==> config.mk <==
export PLATFORM = sky130hd
export DESIGN_NAME = tifl_top
export DESIGN_NICKNAME = d
export VERILOG_FILES = /design/src/hdl/tifl_pkg.sv /design/src/hdl/tifl_flag_cell.sv /design/src/hdl/tifl_counter.sv /design/src/hdl/tifl_top.sv
export VERILOG_INCLUDE_DIRS = /design/src /design/src/hdl
export SDC_FILE = /design/constraint.sdc
export NUM_CORES = 1
export LEC_CHECK = 0
export ABC_AREA = 1
export BUFFER_PORTS_ARGS = -buffer_cell sky130_fd_sc_hd__buf_2
export CAP_MARGIN = 5
export CORE_MARGIN = 2
export CORE_UTILIZATION = 45
export CTS_CLUSTER_DIAMETER = 30
export DETAILED_ROUTE_END_ITERATION = 16
export PLACE_DENSITY_LB_ADDON = 0.1
export SETUP_SLACK_MARGIN = 0.1
export SLEW_MARGIN = 20
export SYNTH_ARGS = -nofsm -noshare
export SYNTH_HDL_FRONTEND = slang
export SYNTH_SLANG_ARGS = --single-unit
==> constraint.sdc <==
create_clock -name i_core_clk -period 5.01 [get_ports i_core_clk]
set_input_delay 0.7515 -clock i_core_clk [delete_from_list [all_inputs] [get_ports i_core_clk]]
set_output_delay 0.7515 -clock i_core_clk [all_outputs]
set_load 0.05 [all_outputs]
==> src/hdl/tifl_params.svh <==
`ifndef TIFL_PARAMS_SVH
`define TIFL_PARAMS_SVH

// Counter and compare width.
`define TIFL_CNT_W 16
// Default channel count.
`define TIFL_NUM_CH 2
// Counter terminal value when free-running.
`define TIFL_CNT_MAX 16'hffff
// Counter zero value.
`define TIFL_CNT_ZERO 16'h0000
// Reset value of every flag, the run bit and the overflow enable.
`define TIFL_FLAG_RST 1'b0
// Edge select codes (high bit, low bit).
`define TIFL_EDGE_NONE 2'h0
`define TIFL_EDGE_RISE 2'h1
`define TIFL_EDGE_FALL 2'h2
`define TIFL_EDGE_BOTH 2'h3

`endif

==> src/hdl/tifl_pkg.sv <==
package tifl_pkg;
   // Channel modes as seen by the flag logic.
   typedef enum logic [1:0] {
      TIFL_MODE_CAPTURE = 2'h0,
      TIFL_MODE_COMPARE = 2'h1,
      TIFL_MODE_EPWM = 2'h2,
      TIFL_MODE_EPWM_B = 2'h3
   } tifl_mode_type;
   // States of the two-step clear sequence.
   typedef enum logic [1:0] {
      TIFL_CLR_IDLE = 2'b01,
      TIFL_CLR_ARMED = 2'b10
   } tifl_clr_type;
endpackage

==> src/hdl/tifl_flag_cell.sv <==
`timescale 1ns/100ps
`default_nettype none
`include "tifl_params.svh"
module tifl_flag_cell
   import tifl_pkg::*;
(
   input wire logic i_core_clk, // Counter clock.
   input wire logic i_reset, // Asynchronous reset, active high.
   input wire logic i_set, // Set condition pulse.
   input wire logic i_rd, // Software reads the flag.
   input wire logic i_wr, // Software writes the flag bit.
   input wire logic i_wr_data, // Value written.
   input wire logic i_enable, // Local interrupt enable.
   output logic o_flag, // Flag state.
   output logic o_irq // Interrupt request, active high.
);
   logic flag_ff;
   logic nxt_flag;
   tifl_clr_type clr_ff;
   tifl_clr_type nxt_clr;

   // Flag and clear-sequence next state; a set always wins and restarts the sequence from idle.
   always_comb begin
      nxt_flag = flag_ff;
      nxt_clr = clr_ff;
      case (clr_ff)
         TIFL_CLR_IDLE: begin
            if (i_rd && flag_ff) begin
               nxt_clr = TIFL_CLR_ARMED;
            end
         end
         TIFL_CLR_ARMED: begin
            if (i_wr && !i_wr_data) begin
               nxt_flag = 1'b0;
               nxt_clr = TIFL_CLR_IDLE;
            end
         end
         default: begin
            nxt_clr = TIFL_CLR_IDLE;
         end
      endcase
      if (i_set) begin
         nxt_flag = 1'b1;
         nxt_clr = TIFL_CLR_IDLE;
      end
      // Writing one or writing zero without an armed read leaves the flag alone.
      if (i_wr && i_wr_data && !i_set) begin
         nxt_flag = flag_ff;
      end
   end

   // Flag registers.
   always_ff @(posedge i_core_clk or posedge i_reset) begin
      if (i_reset) begin
         flag_ff <= `TIFL_FLAG_RST;
         clr_ff <= TIFL_CLR_IDLE;
      end else begin
         flag_ff <= nxt_flag;
         clr_ff <= nxt_clr;
      end
   end

   // Request follows flag and enable.
   assign o_flag = flag_ff;
   assign o_irq = flag_ff & i_enable;
endmodule
`default_nettype wire

==> src/hdl/tifl_counter.sv <==
`timescale 1ns/100ps
`default_nettype none
`include "tifl_params.svh"
module tifl_counter
   import tifl_pkg::*;
#(
   parameter int CNT_W = `TIFL_CNT_W
) (
   input wire logic i_core_clk, // Counter clock.
   input wire logic i_reset, // Asynchronous reset, active high.
   input wire logic i_run, // Counter clock enable from control.
   input wire logic i_center_align_select, // Up/down counting.
   input wire logic [CNT_W-1:0] i_modulo, // Modulo; zero means free-running.
   output logic [CNT_W-1:0] o_count, // Counter value.
   output logic o_down, // Counting down.
   output logic o_tick, // Counter advances this cycle.
   output logic o_overflow // Overflow event pulse.
);
   logic [CNT_W-1:0] cnt_ff;
   logic [CNT_W-1:0] nxt_cnt;
   logic down_ff;
   logic nxt_down;
   logic [CNT_W-1:0] top;

   // Counter next state and overflow detection.
   always_comb begin
      top = (i_modulo == '0) ? CNT_W'(`TIFL_CNT_MAX) : i_modulo;
      nxt_cnt = cnt_ff;
      nxt_down = down_ff;
      o_overflow = 1'b0;
      if (i_run) begin
         if (!i_center_align_select) begin
            nxt_down = 1'b0;
            if (cnt_ff == top) begin
               nxt_cnt = '0;
               o_overflow = 1'b1;
            end else begin
               nxt_cnt = cnt_ff + 1'b1;
            end
         end else if (!down_ff) begin
            if (cnt_ff >= top) begin
               nxt_down = 1'b1;
               nxt_cnt = cnt_ff - 1'b1;
               o_overflow = 1'b1;
            end else begin
               nxt_cnt = cnt_ff + 1'b1;
            end
         end else begin
            if (cnt_ff == '0) begin
               nxt_down = 1'b0;
               nxt_cnt = cnt_ff + 1'b1;
            end else begin
               nxt_cnt = cnt_ff - 1'b1;
            end
         end
      end
   end

   // Counter registers.
   always_ff @(posedge i_core_clk or posedge i_reset) begin
      if (i_reset) begin
         cnt_ff <= CNT_W'(`TIFL_CNT_ZERO);
         down_ff <= 1'b0;
      end else begin
         cnt_ff <= nxt_cnt;
         down_ff <= nxt_down;
      end
   end

   assign o_count = cnt_ff;
   assign o_down = down_ff;
   assign o_tick = i_run;
endmodule
`default_nettype wire

==> src/hdl/tifl_top.sv <==
// Summary of operation
// - One overflow interrupt source plus one per channel are provided.
// - Without center align, a capture channel sets its flag on each selected pin edge.
// - A compare channel sets its flag when the counter equals its 16-bit value.
// - Flags set on their condition whatever the enable bits hold.
// - Each request is high while its enable and flag are both set.
// - All requests are active high.
// - A flag clears only on a read while set followed by a zero write.
// - An event between the read and the write restarts the sequence and keeps the flag.
// - Without center align, overflow sets at modulo to zero, or 0xffff to zero free-running.
// - With center align, overflow sets when counting turns from up to down at modulo.
// - Two edge-select bits choose none, rising, falling or both edges for capture.
// - Edge-aligned PWM sets the flag on the match that ends the duty portion.
// - Center-aligned PWM sets the flag on both matches of each cycle.
// - Center align makes the counter count up to modulo then down to zero.
// - Reset clears control, stopping the counter and clearing the overflow enable.
`timescale 1ns/100ps
`default_nettype none
`include "tifl_params.svh"
module tifl_top
   import tifl_pkg::*;
#(
   parameter int NUM_CH = `TIFL_NUM_CH,
   parameter int CNT_W = `TIFL_CNT_W
) (
   input wire logic i_core_clk, // Counter clock, 50 MHz.
   input wire logic i_reset, // Asynchronous reset, active high.
   input wire logic i_counter_run, // Counter clock select, nonzero runs.
   input wire logic i_overflow_irq_enable, // Overflow interrupt enable.
   input wire logic i_center_align_select, // Up/down counting select.
   input wire logic [CNT_W-1:0] i_modulo, // Modulo value.
   input wire logic i_ovf_rd, // Software reads the overflow flag.
   input wire logic i_ovf_wr, // Software writes the overflow flag.
   input wire logic i_ovf_wr_data, // Value written to the overflow flag.
   input wire logic [NUM_CH-1:0] i_mode_sel_high, // Channel mode select high bits.
   input wire logic [NUM_CH-1:0] i_mode_sel_low, // Channel mode select low bits.
   input wire logic [NUM_CH-1:0] i_edge_select_high, // Edge select high bits.
   input wire logic [NUM_CH-1:0] i_edge_select_low, // Edge select low bits.
   input wire logic [NUM_CH-1:0] i_channel_irq_enable, // Channel interrupt enables.
   input wire logic [NUM_CH*CNT_W-1:0] i_ch_value, // Channel values, packed.
   input wire logic [NUM_CH-1:0] i_ch_pin, // Channel input pins.
   input wire logic [NUM_CH-1:0] i_ch_rd, // Software reads channel flags.
   input wire logic [NUM_CH-1:0] i_ch_wr, // Software writes channel flags.
   input wire logic [NUM_CH-1:0] i_ch_wr_data, // Values written to channel flags.
   output logic [CNT_W-1:0] o_count, // Counter value.
   output logic [NUM_CH*CNT_W-1:0] o_capture, // Captured counts, packed.
   output logic o_counter_overflow_flag, // Overflow flag.
   output logic o_overflow_irq, // Overflow request, active high.
   output logic [NUM_CH-1:0] o_channel_event_flag, // Channel flags.
   output logic [NUM_CH-1:0] o_channel_irq // Channel requests, active high.
);
   logic [NUM_CH-1:0] pin_ff;
   logic [NUM_CH-1:0] nxt_pin;
   logic [CNT_W-1:0] cap_ff [NUM_CH];
   logic [CNT_W-1:0] nxt_cap [NUM_CH];
   logic [NUM_CH-1:0] ch_set;
   logic run_ff;
   logic nxt_run;
   logic ovf_enable_ff;
   logic nxt_ovf_enable;
   logic tick;
   logic overflow;

   // Decodes the channel mode from the high and low mode select bits.
   function automatic tifl_mode_type mode_of(input logic msb, input logic msa);
      if (msb) begin
         mode_of = TIFL_MODE_EPWM;
      end else if (msa) begin
         mode_of = TIFL_MODE_COMPARE;
      end else begin
         mode_of = TIFL_MODE_CAPTURE;
      end
   endfunction

   // Detects the selected capture edge.
   function automatic logic edge_hit(input logic [1:0] sel, input logic old_v, input logic new_v);
      case (sel)
         `TIFL_EDGE_RISE: edge_hit = !old_v && new_v;
         `TIFL_EDGE_FALL: edge_hit = old_v && !new_v;
         `TIFL_EDGE_BOTH: edge_hit = old_v != new_v;
         default: edge_hit = 1'b0;
      endcase
   endfunction

   // Control bits are held in registers so reset stops the counter and clears the enable.
   always_comb begin
      nxt_run = i_counter_run;
      nxt_ovf_enable = i_overflow_irq_enable;
   end

   // Control registers.
   always_ff @(posedge i_core_clk or posedge i_reset) begin
      if (i_reset) begin
         run_ff <= `TIFL_FLAG_RST;
         ovf_enable_ff <= `TIFL_FLAG_RST;
      end else begin
         run_ff <= nxt_run;
         ovf_enable_ff <= nxt_ovf_enable;
      end
   end

   // Main counter.
   tifl_counter #(
      .CNT_W(CNT_W)
   ) u_counter (
      .i_core_clk(i_core_clk),
      .i_reset(i_reset),
      .i_run(run_ff),
      .i_center_align_select(i_center_align_select),
      .i_modulo(i_modulo),
      .o_count(o_count),
      .o_down(),
      .o_tick(tick),
      .o_overflow(overflow)
   );

   // Overflow flag, separate from all channel flags.
   tifl_flag_cell u_ovf_flag (
      .i_core_clk(i_core_clk),
      .i_reset(i_reset),
      .i_set(overflow),
      .i_rd(i_ovf_rd),
      .i_wr(i_ovf_wr),
      .i_wr_data(i_ovf_wr_data),
      .i_enable(ovf_enable_ff),
      .o_flag(o_counter_overflow_flag),
      .o_irq(o_overflow_irq)
   );

   // Channel set conditions and capture next values.
   always_comb begin
      nxt_pin = i_ch_pin;
      for (int c = 0; c < NUM_CH; c++) begin
         logic [CNT_W-1:0] val;
         logic match;
         val = i_ch_value[c*CNT_W +: CNT_W];
         match = tick && (o_count == val);
         nxt_cap[c] = cap_ff[c];
         ch_set[c] = 1'b0;
         if (i_center_align_select) begin
            ch_set[c] = match;
         end else begin
            case (mode_of(i_mode_sel_high[c], i_mode_sel_low[c]))
               TIFL_MODE_CAPTURE: begin
                  if (edge_hit({i_edge_select_high[c], i_edge_select_low[c]},
                               pin_ff[c], i_ch_pin[c])) begin
                     ch_set[c] = 1'b1;
                     nxt_cap[c] = o_count;
                  end
               end
               TIFL_MODE_COMPARE: ch_set[c] = match;
               TIFL_MODE_EPWM: ch_set[c] = match;
               default: ch_set[c] = match;
            endcase
         end
      end
   end

   // Pin history and captured counts.
   always_ff @(posedge i_core_clk or posedge i_reset) begin
      if (i_reset) begin
         pin_ff <= '0;
         for (int c = 0; c < NUM_CH; c++) begin
            cap_ff[c] <= '0;
         end
      end else begin
         pin_ff <= nxt_pin;
         for (int c = 0; c < NUM_CH; c++) begin
            cap_ff[c] <= nxt_cap[c];
         end
      end
   end

   // Capture outputs.
   always_comb begin
      for (int c = 0; c < NUM_CH; c++) begin
         o_capture[c*CNT_W +: CNT_W] = cap_ff[c];
      end
   end

   // One independent flag cell per channel.
   for (genvar g = 0; g < NUM_CH; g++) begin : g_ch
      tifl_flag_cell u_ch_flag (
         .i_core_clk(i_core_clk),
         .i_reset(i_reset),
         .i_set(ch_set[g]),
         .i_rd(i_ch_rd[g]),
         .i_wr(i_ch_wr[g]),
         .i_wr_data(i_ch_wr_data[g]),
         .i_enable(i_channel_irq_enable[g]),
         .o_flag(o_channel_event_flag[g]),
         .o_irq(o_channel_irq[g])
      );
   end
endmodule
`default_nettype wire

-- Word-level counts from Yosys, hierarchy flattened
Index checks and enable logic that the tools add are counted.
- memories: 0
- bits in writable memories: 0
- output and inout port bits: 54
- bits in registers: 62
- latch bits: 0
- ROM bits: 0
- shift operators: 0
- eq/ne operators: 23
- bitwise logic cells: 7
- $mul: 0
- muxes and demuxes: 53
- div/mod/pow operators: 0
- reductions and logical operators: 46
- $lt $le $gt $ge: 1
- $add $sub $neg: 2
- operators by type and width (operator ; number):
    $mux 16 ; 6
    $eq 16x16->1 ; 3
    $logic_not 16->1 ; 2
    $mux 1 ; 29
    $mux 2 ; 13
    $logic_and 1x1->1 ; 18
    $ne 3x1->1 const B ; 6
    $add 16x1->16 const B ; 1
    $ge 16x16->1 ; 1
    $sub 16x1->16 const B ; 1
    $reduce_and 3->1 ; 5
    $eq 2x2->1 const B ; 7
    $pmux 2 s2 ; 3
    $reduce_bool 2->1 ; 6
    $eq 2x1->1 const B ; 5
    $logic_not 1->1 ; 10
    $pmux 1 s3 ; 2
    $reduce_and 2->1 ; 3
    $logic_not 2->1 ; 2
    $not 1->1 ; 4
    $and 1x1->1 ; 3
    $ne 1x1->1 ; 2

-- Logic depth before layout (Yosys ltp)
Gate-level depths: netlist (run 1).
- word-level depth: 13
- mapped depth: 20
- depth with buffers taken out: 20

-- Hierarchy
A second synthesis (run 1) with hierarchy kept.
- cell total of the unflattened synthesis: 713
- area total of the unflattened synthesis: 4944.7 µm²
- modules (own cells, without submodules) (module ; area an instance (µm²) ; sequential area each (µm²) ; instances ; cells an instance):
    tifl_counter ; 2343.5 ; 425.4 ; 1 ; 377
    tifl_top ; 2113.3 ; 900.9 ; 1 ; 264
    tifl_flag_cell ; 162.7 ; 76.3 ; 3 ; 24

-- Least setup slack after synthesis (run 1)
No wires, ideal clock.
- kind: in2reg
- from: input port i_modulo[9]
- to: register u_ovf_flag.clr_ff[1]
- buffers on the path: 1
- data required time: 4886 ps
- cell stages on the path: 17
- arrival: 2850 ps
- path slack: 2036 ps
- library setup time: 124 ps
- cells stage by stage: nor4_1 -> nand4_1 -> inv_1 -> clkbuf_1 -> nor2_1 -> ha_1 -> nand2_1 -> nor2_1 -> nand2_1 -> o21ai_0 -> nor2_1 -> nand2_1 -> nand2_1 -> nand2_1 -> nand2_1 -> nand4_1 -> nand2_1
- cells in the longest elaborated chain, start to end: 9
- elaborated cells between the ends (all ways): 13
- ends and longest elaborated chain (item ; line ; RTL):
    start, declared ; tifl_top.sv:31 ; input wire logic [CNT_W-1:0] i_modulo,
    $logic_not 16->1 ; tifl_counter.sv:27 ; top = (i_modulo == '0) ? CNT_W'(`TIFL_CNT_MAX) : i_modulo;
    $mux 16 * ; tifl_counter.sv:27 ;
    $ge 16x16->1 ; tifl_counter.sv:41 ; if (cnt_ff >= top) begin
    $mux 1 ; tifl_counter.sv:41 ;
    $mux 1 ; tifl_counter.sv:40 ; end else if (!down_ff) begin
    $mux 1 * ; tifl_counter.sv:32 ; if (!i_center_align_select) begin
    $mux 1 * ; tifl_counter.sv:31 ; if (i_run) begin
    $ne 3x1->1 (no line) ; n/a ;
    $reduce_and 2->1 (no line) ; n/a ;
    end signal, assigned ; tifl_flag_cell.sv:59 ; clr_ff <= nxt_clr;
    end, declared ; tifl_flag_cell.sv:19 ; tifl_clr_type clr_ff;
Every way passes the cells marked *; elsewhere a longest branch is shown, timed or not.
A chain may end at the register's enable or synchronous reset.

-- Final worst setup path (run 1)
- from: input port i_modulo[9]
- to: register u_counter.cnt_ff[8], in the netlist u_counter.o_count[8]
- cells in the longest elaborated chain, start to end: 6
- elaborated cells between the ends (all ways): 8
- ends and longest elaborated chain (item ; line ; RTL):
    $logic_not 16->1 ; tifl_counter.sv:27 ;
    $mux 16 * ; tifl_counter.sv:27 ;
    $ge 16x16->1 ; tifl_counter.sv:41 ;
    $mux 16 ; tifl_counter.sv:41 ;
    $mux 16 ; tifl_counter.sv:40 ;
    $mux 16 * ; tifl_counter.sv:32 ;
    end signal, assigned ; tifl_counter.sv:62 ; cnt_ff <= CNT_W'(`TIFL_CNT_ZERO);
    end signal, assigned ; tifl_counter.sv:65 ; cnt_ff <= nxt_cnt;
    end, declared ; tifl_counter.sv:19 ; logic [CNT_W-1:0] cnt_ff;
Marks and branches as above.

==> flow_summary.yaml, run 1 <==
outcome:
  status: "completed"
placed_design:
  gp_congestion: 0.8936
  port_buffers: 127
  dp_hpwl_mm: 9.388
worst_setup_path:
  slowest_stage: "nor4_1"
  path_class: "in -> reg"
  cp-end-kind: "register"
  r2r_setup_slack_ns: 2.17
  start_kind: "input pin"
  cp_cell_sequence: "buf_2 -> nor4_1 -> nand4_1 -> inv_1 -> nor2_1 -> ha_1 -> nand2_1 -> nor2_1 -> nand2_1 -> o21ai_0 -> nor2_1 -> nand3_1 -> nand3_1 -> nand2_1 -> nand2_1 -> a21oi_1"
  worstPathRequired_ns: 5.29
  cp_max_fo: 16
  cpLargestDelayFamily: "simple AND/OR/NAND/NOR gates"
  arrival_ns: 3.80
  critPathMaxStageDelay_ns: 0.39
  crit_path_frequent_cell: "nand2_1"
  critPathBufInv: 2
clock_network:
  post_cts_buffers: 0
  cts_tree: "done"
  clockBufferDepth: 2
  cts_root_buffer: "clkbuf_8"
  cts_buffers: 9
  cts.reportedPaths.clkPinSlew_ns: 0.07
  postCtsHoldBufs: 0
  worstSkewPairLatency_ns: 0.35
  cts_max_level: 3
  cts_num_sinks: 62
  ctsResizeCount: 0
finish:
  nNetsFinal: 826
  syn2layout_area_growth_pct: 19.23
  final_core_util_pct: 54.72
  drive_above_1_share_pct: 22.07
  n_antenna_cell: 0
synth:
  syn_area_um2: 4424
  syn_nets: 716
  synthCells: 619
  ys_ff_latch: 62
  synth_top_cell_by_area: "dfrtp_1"
  synthDominantCellAreaShare_pct: 33.37
  yosys-top-cells-area: "dfrtp_1 (33%), nand2_1 (12%), nor2_1 (7.5%), ha_1 (6.5%), nand3_1 (5.4%)"
  syn_area_per_cell_um2: 7.147
  ys_types: 35
  synth_warnings: 0
  ys_seq_area_share_pct: 35.15
floorplanning:
  ioPinCount: 128
  die_h_um: 103.2
  die_area_um2: 10640
  coreArea_um2: 9639
  chipWidth_um: 103.2
  fp-row-count: 36
  start_util_pct: 45.90
sta:
  hold_viol: 0
  finClkSkew_ns: 0.008652
  tightest_slew_ns: 0.9941
  period_share_pct: 70.34
  rsz0062_at_grt: "no"
  post-route-min-period_ns: 3.524
  slew_viol_final: 0
  setup_tns_ns: 0
  relSlewSlack_pct: 33.57
  finalSetupViolCount: 0
  clock.fmax_mhz: 283.8
power_and_ir_drop:
  p_leak_nw: 2.726
  peakVddDrop_uv: 232.4
  p_per_area_nw_per_um2: 511.9
drt:
  wl_met2_mm: 5.910
  met1_length_mm: 5.907
  vias_per_cell: 5.080
  routed_wl_mm: 12.66
  drt-pass1-iter-count: 5
  wl_met3_um: 606
  vias: 4404
  drt-initial-drc-count: 186
  wl_per_cell_um: 14.60
  top_layer_used: "met4"
  drc_errors: 0
  ant_nets: 0
worst_hold_path:
  hp-class: "reg -> reg"
global_route:
  grtUsageTotal_pct: 24.97
  grt_pass1_vias: 4098
  grt_overflow_total: 0
  grt_max_degree: 63
  antenna_found_initial: 0
  grt_pass1_wl_mm: 20.38
run:
  cap_viol_max_count: 0
sequential cells by signal, indices dropped and copies added (netlist names):
| register | count |
|---|---|
| u_counter.o_down | 1 |
| ovf_enable_ff | 1 |
| u_ovf_flag.o_flag | 1 |
| g_ch.u_ch_flag.o_flag | 2 |
| u_ovf_flag.clr_ff | 2 |
| run_ff | 1 |
| g_ch.u_ch_flag.clr_ff | 4 |
| o_capture | 32 |
| pin_ff | 2 |
| u_counter.o_count | 16 |
cells in the final DEF, fill, tap and decap left out, types with 4 or more instances in the layout:
cell type	netlist	final
nand2_1	137	137
buf_2	11	127
nor2_1	88	88
dfrtp_1	59	59
inv_1	57	56
nand3_1	48	48
o21ai_0	45	45
a21oi_1	31	31
xor2_1	25	25
ha_1	23	23
xnor2_1	12	12
clkbuf_8	0	10
nor4_1	6	6
nand4_1	6	6
nand3b_1	6	6
clkinv_1	5	5
o22ai_1	5	5
o211ai_1	4	4
nor3_1	4	4
final cells by class:
cell class / count / area (µm²)
inverters: 64 / 240.2
clock inverters: 6 / 45.04
fillers: 988 / 4364
flip-flops and latches: 62 / 1555
well taps: 133 / 166.4
repair buffers: 128 / 643.1
multi-input cells: 464 / 2487
clock buffers: 10 / 137.6
worst reg2reg max path: stages, from the launching register on:
cell      delay (ns)
dfrtp_1         0.43
clkinv_1        0.35
ha_1            0.42
nand2_1         0.05
nor2_1          0.09
nand2_1         0.08
o21ai_0         0.16
nor2_1          0.09
nand3_1         0.33
nand3_1         0.32
nand2_1         0.24
nand2_1         0.08
a21oi_1         0.13
worst paths after layout:
kind,end,cells after the start,from
setup / recovery,u_counter.o_count[8],16,i_modulo[9]
hold / removal,o_capture[23],2,o_capture[23]
setup reg to reg,u_counter.o_count[8],12,u_counter.o_count[0]
hold reg to reg,o_capture[23],2,o_capture[23]
max in group asynchronous,o_capture[26],3,i_reset
min in group asynchronous,g_ch[1].u_ch_flag.o_flag,3,i_reset
cell families after synthesis:
family / count (synthesis) / synth area share (%)
AND/OR/NAND/NOR: 308 / 30.46
AO/OA/AOI/OAI: 96 / 11.93
buffers and inverters: 93 / 8.626
adder cells (fa/ha/maj): 23 / 6.505
flip-flops: 62 / 35.15
XOR/XNOR: 37 / 7.325
where the power goes:
part | internal (mW) | switching, mW | total (mW)
clock | 0.196 | 0.215 | 0.412
sequential | 0.667 | 0.213 | 0.880
combinational | 0.393 | 1.02 | 1.41
total | 1.26 | 1.44 | 2.70
metrics by stage:
stage                     cell area, µm²  total power [mW]  hold WS [ns]  std cells  worst slack (ns)
after floorplan                     4424             1.954        0.5078        619             2.036
final                               5275             2.700        0.4821        867             1.486
after CTS                           5275             2.716        0.4869        867             1.478
after global routing                5275             2.906        0.4885        867             1.075
after global placement              5092             2.272        0.4606        851             1.184
after detailed placement            5092             2.298        0.4680        851             1.125
synth_stat cells:
library cell	number
dfrtp_1	59
dfstp_2	3
clkbuf_1	13
or3_1	1
o21a_1	1
nor2_1	88
nand3b_1	6
nand2_2	2
inv_1	57
xnor2_1	12
inv_2	2
o22ai_1	5
nor2_2	3
clkinv_1	5
nor3_4	2
o31ai_1	3
a21boi_0	2
nor3_2	1
nor3_1	4
a21o_1	2
o211ai_1	4
nand2_4	1
ha_1	23
nand4_1	6
buf_2	11
a21oi_1	31
o2111ai_1	3
o21ai_0	45
nor4_2	2
nand3_1	48
nor4_1	6
nand2_1	137
xor2_1	25
or2_2	1
buf_4	5
layer usage:
layer,global-route usage [%],up-vias
li1,-,2225
met1,33.69,2042
met2,40.36,125
met3,3.593,12
met4,10.12,0
met5,0,-
Note: power is estimated with default switching activity, not from simulation.
==> run 2: changes to the inputs <==
--- a/config.mk
+++ b/config.mk
@@ -6,7 +6,7 @@
 export SDC_FILE = /design/constraint.sdc
 export NUM_CORES = 1
 export LEC_CHECK = 0
-export ABC_AREA = 1
+export ABC_AREA = 0
 export BUFFER_PORTS_ARGS = -buffer_cell sky130_fd_sc_hd__buf_2
 export CAP_MARGIN = 5
 export CORE_MARGIN = 2
==> constraint.sdc (replaced) <==
create_clock -name i_core_clk -period 3.4 [get_ports i_core_clk]
set_input_delay 0.51 -clock i_core_clk [delete_from_list [all_inputs] [get_ports i_core_clk]]
set_output_delay 0.51 -clock i_core_clk [all_outputs]
set_load 0.05 [all_outputs]
==> run 2 against run 1 <==
Net effect: clock power grew 61%; clock-buffer cell count is the same; highest routed layer unchanged; critical path depth grew 1; synthesized cell count shrank 26%; combinational power grew 68%; via count shrank 6.9%; first-iteration DRC count grew 12%; clock skew grew 0.0026 ns; largest power group unchanged; final cell count shrank 15%.
==> flow_summary.yaml, run 2 <==
synth:
  ys_types: 58
  ys_seq_area_share_pct: 36.32
  synth_edf_count: 0
  syn_area_um2: 4282
  syn_nets: 555
  synthCells: 458
  synthTopCellsByCount: "dfrtp_1 (59), mux2_2 (34), nor2_1 (33)"
  async_flop_share_pct: 100.0
  synth_warnings: 0
  synthDominantCellAreaShare_pct: 34.48
  syn_area_per_cell_um2: 9.348
  synth_most_common_cell: "dfrtp_1"
  synth_top_cell_by_area: "dfrtp_1"
  ys_ff_latch: 62
  synth-main-ff-cell: "dfrtp_1"
  yosys-top-cells-area: "dfrtp_1 (34%), mux2_2 (8.9%), ha_1 (6.7%), xnor2_1 (5.5%), nor2_1 (2.9%)"
finish:
  instances_no_fill: 738
  nNetsFinal: 701
  drive_above_1_share_pct: 40.89
  final_common_cell: "buf_2"
  largest_reg_flops: 32
  n_antenna_cell: 0
  regArea_um2: 1555
  syn2layout_area_growth_pct: 29.46
  fill_cells: 838
  multi_input_area_um2: 2551
  layout_common_cells: "buf_2 (127), dfrtp_1 (59), buf_4 (43)"
sta:
  finalSetupViolCount: 0
  finClkSkew_ns: 0.01130
  period_share_pct: 95.02
  post-route-min-period_ns: 3.231
  rsz0062_at_grt: "yes"
  finalWorstSetupSlack_ns: 0.1694
  tightest_slew_ns: 0.8046
  clock.fmax_mhz: 309.5
  hold_viol: 0
  slew_viol_final: 0
  relSlewSlack_pct: 46.36
floorplanning:
  ioPinCount: 128
  fp-row-count: 35
  die_h_um: 101.5
  chipWidth_um: 101.5
  die_area_um2: 10310
  coreArea_um2: 9240
  start_util_pct: 46.34
worst_hold_path:
  hp-class: "in -> reg"
  min_from: "i_overflow_irq_enable"
power_and_ir_drop:
  p_leak_nw: 2.562
  peakVddDrop_uv: 520.7
  p_per_area_nw_per_um2: 759.0
  power.total_mw: 4.207
drt:
  wl_per_cell_um: 16.98
  vias_per_cell: 5.553
  ant_nets: 0
  vias: 4098
  drt-initial-drc-count: 208
  routed_wl_mm: 12.53
  drt-pass1-iter-count: 5
  drc_errors: 0
worst_setup_path:
  cp_cell_sequence: "buf_2 -> nor4_2 -> and4_1 -> buf_4 -> buf_4 -> nor2_1 -> ha_1 -> nand4_1 -> nor3_1 -> nor4b_4 -> o211ai_2 -> o21a_4 -> buf_4 -> clkbuf_16 -> nand3_1 -> nor3_1 -> a311o_1"
  cp_max_fo: 5
  cpLargestDelayFamily: "simple AND/OR/NAND/NOR gates"
  cp-startpoint: "i_modulo[2]"
  path_class: "in -> reg"
  cp-end-kind: "register"
  slowest_stage: "nor3_1"
  critPathBufInv: 5
  start_kind: "input pin"
  worstPathRequired_ns: 3.67
  reg2reg_from: "u_counter.o_count[6]"
  crit_path_frequent_cell: "buf_4"
  arrival_ns: 3.50
  critPathMaxStageDelay_ns: 0.37
placed_design:
  preCtsSetupSlack_ns: -0.2418
  dp_hpwl_mm: 9.204
  port_buffers: 127
  gp_congestion: 0.8913
  placed_cells: 719
clock_network:
  clockBufferDepth: 2
  cts_max_level: 3
  cts_tree: "done"
  cts.reportedPaths.clkPinSlew_ns: 0.08
  cts_root_buffer: "clkbuf_8"
  cts_num_sinks: 62
  cts_buffers: 9
  worstSkewPairLatency_ns: 0.34
  postCtsHoldBufs: 0
global_route:
  grt_max_degree: 63
  grtUsageTotal_pct: 24.56
  grt_overflow_total: 0
  grt_pass1_vias: 3968
  grt_pass1_wl_mm: 19.50
  antenna_found_initial: 0
outcome:
  status: "completed"
run:
  cap_viol_max_count: 0
==> run 2: cell types whose count changed in the layout (fill, tap and decap cells not counted), sizes merged, moves of 10 or more <==
cell / change
a21oi: -15
and3: +10
buf: +45
inv: -46
mux2: +36
nand2: -111
nand3: -27
nor2: -58
o21ai: -23
xnor2: +15
xor2: -17
==> run 2: report_power, final <==
group          total (mW)  switching (mW)  internal, mW
registers            1.17           0.166          1.00
clock network       0.664           0.320         0.344
logic                2.37            1.58         0.790
total                4.21            2.07          2.14
==> run 2: layout make-up <==
class / instances / share of cell area, %
Clock inverter: 6 / 1.264
Tap cell: 129 / 2.912
Multi-Input combinational cell: 342 / 46.03
Clock buffer: 10 / 2.302
Sequential cell: 62 / 28.06
Inverter: 15 / 1.016
Timing Repair Buffer: 174 / 18.42
==> run 2: what timing repair did <==
item                                    4_1_cts  5_1_grt
buffers inserted                              0        2
resized for setup                             0       13
endpoints found under the setup margin        0       16
==> run 2: worst paths after layout <==
kind                                          to  slack (ns)  depth (start not counted)
setup / recovery           u_counter.o_count[12]        0.17                         17
hold / removal                     ovf_enable_ff        0.27                          1
hold reg to reg                     o_capture[0]        0.51                          1
min in group asynchronous          o_capture[11]        0.39                          3
max in group asynchronous   u_counter.o_count[5]        2.47                          3
setup reg to reg           u_counter.o_count[12]        0.62                         10
==> run 2: metrics by stage <==
step	hold WS, ns	instance area, µm²	setup TNS [ns]	util, %
5_1_grt	0.2450	5543	0	59.99
3_5_place_dp	0.4907	5234	-2.523	56.64
2_1_floorplan	0.4848	4310	0	-
6_report	0.2690	5543	0	59.99
3_3_place_gp	0.4864	5234	-0.9977	56.64
4_1_cts	0.2538	5431	0	58.78
==> run 2: cell families after synthesis <==
logic type	synth area share, %
XOR/XNOR	7.160
AND/OR/NAND/NOR	20.78
AO/OA/AOI/OAI	11.60
multiplexers	11.75
adder cells (fa/ha/maj)	6.721
buffers and inverters	5.669
flip-flops	36.32
==> run 2: metal layers <==
metal | wire, µm | vias up | track usage (%)
met4 | 180 | 0 | 9.667
li1 | - | 1935 | -
met1 | 5403 | 1955 | 31.90
met2 | 5921 | 186 | 40.13
met3 | 1026 | 22 | 5.107
met5 | 0 | - | 0
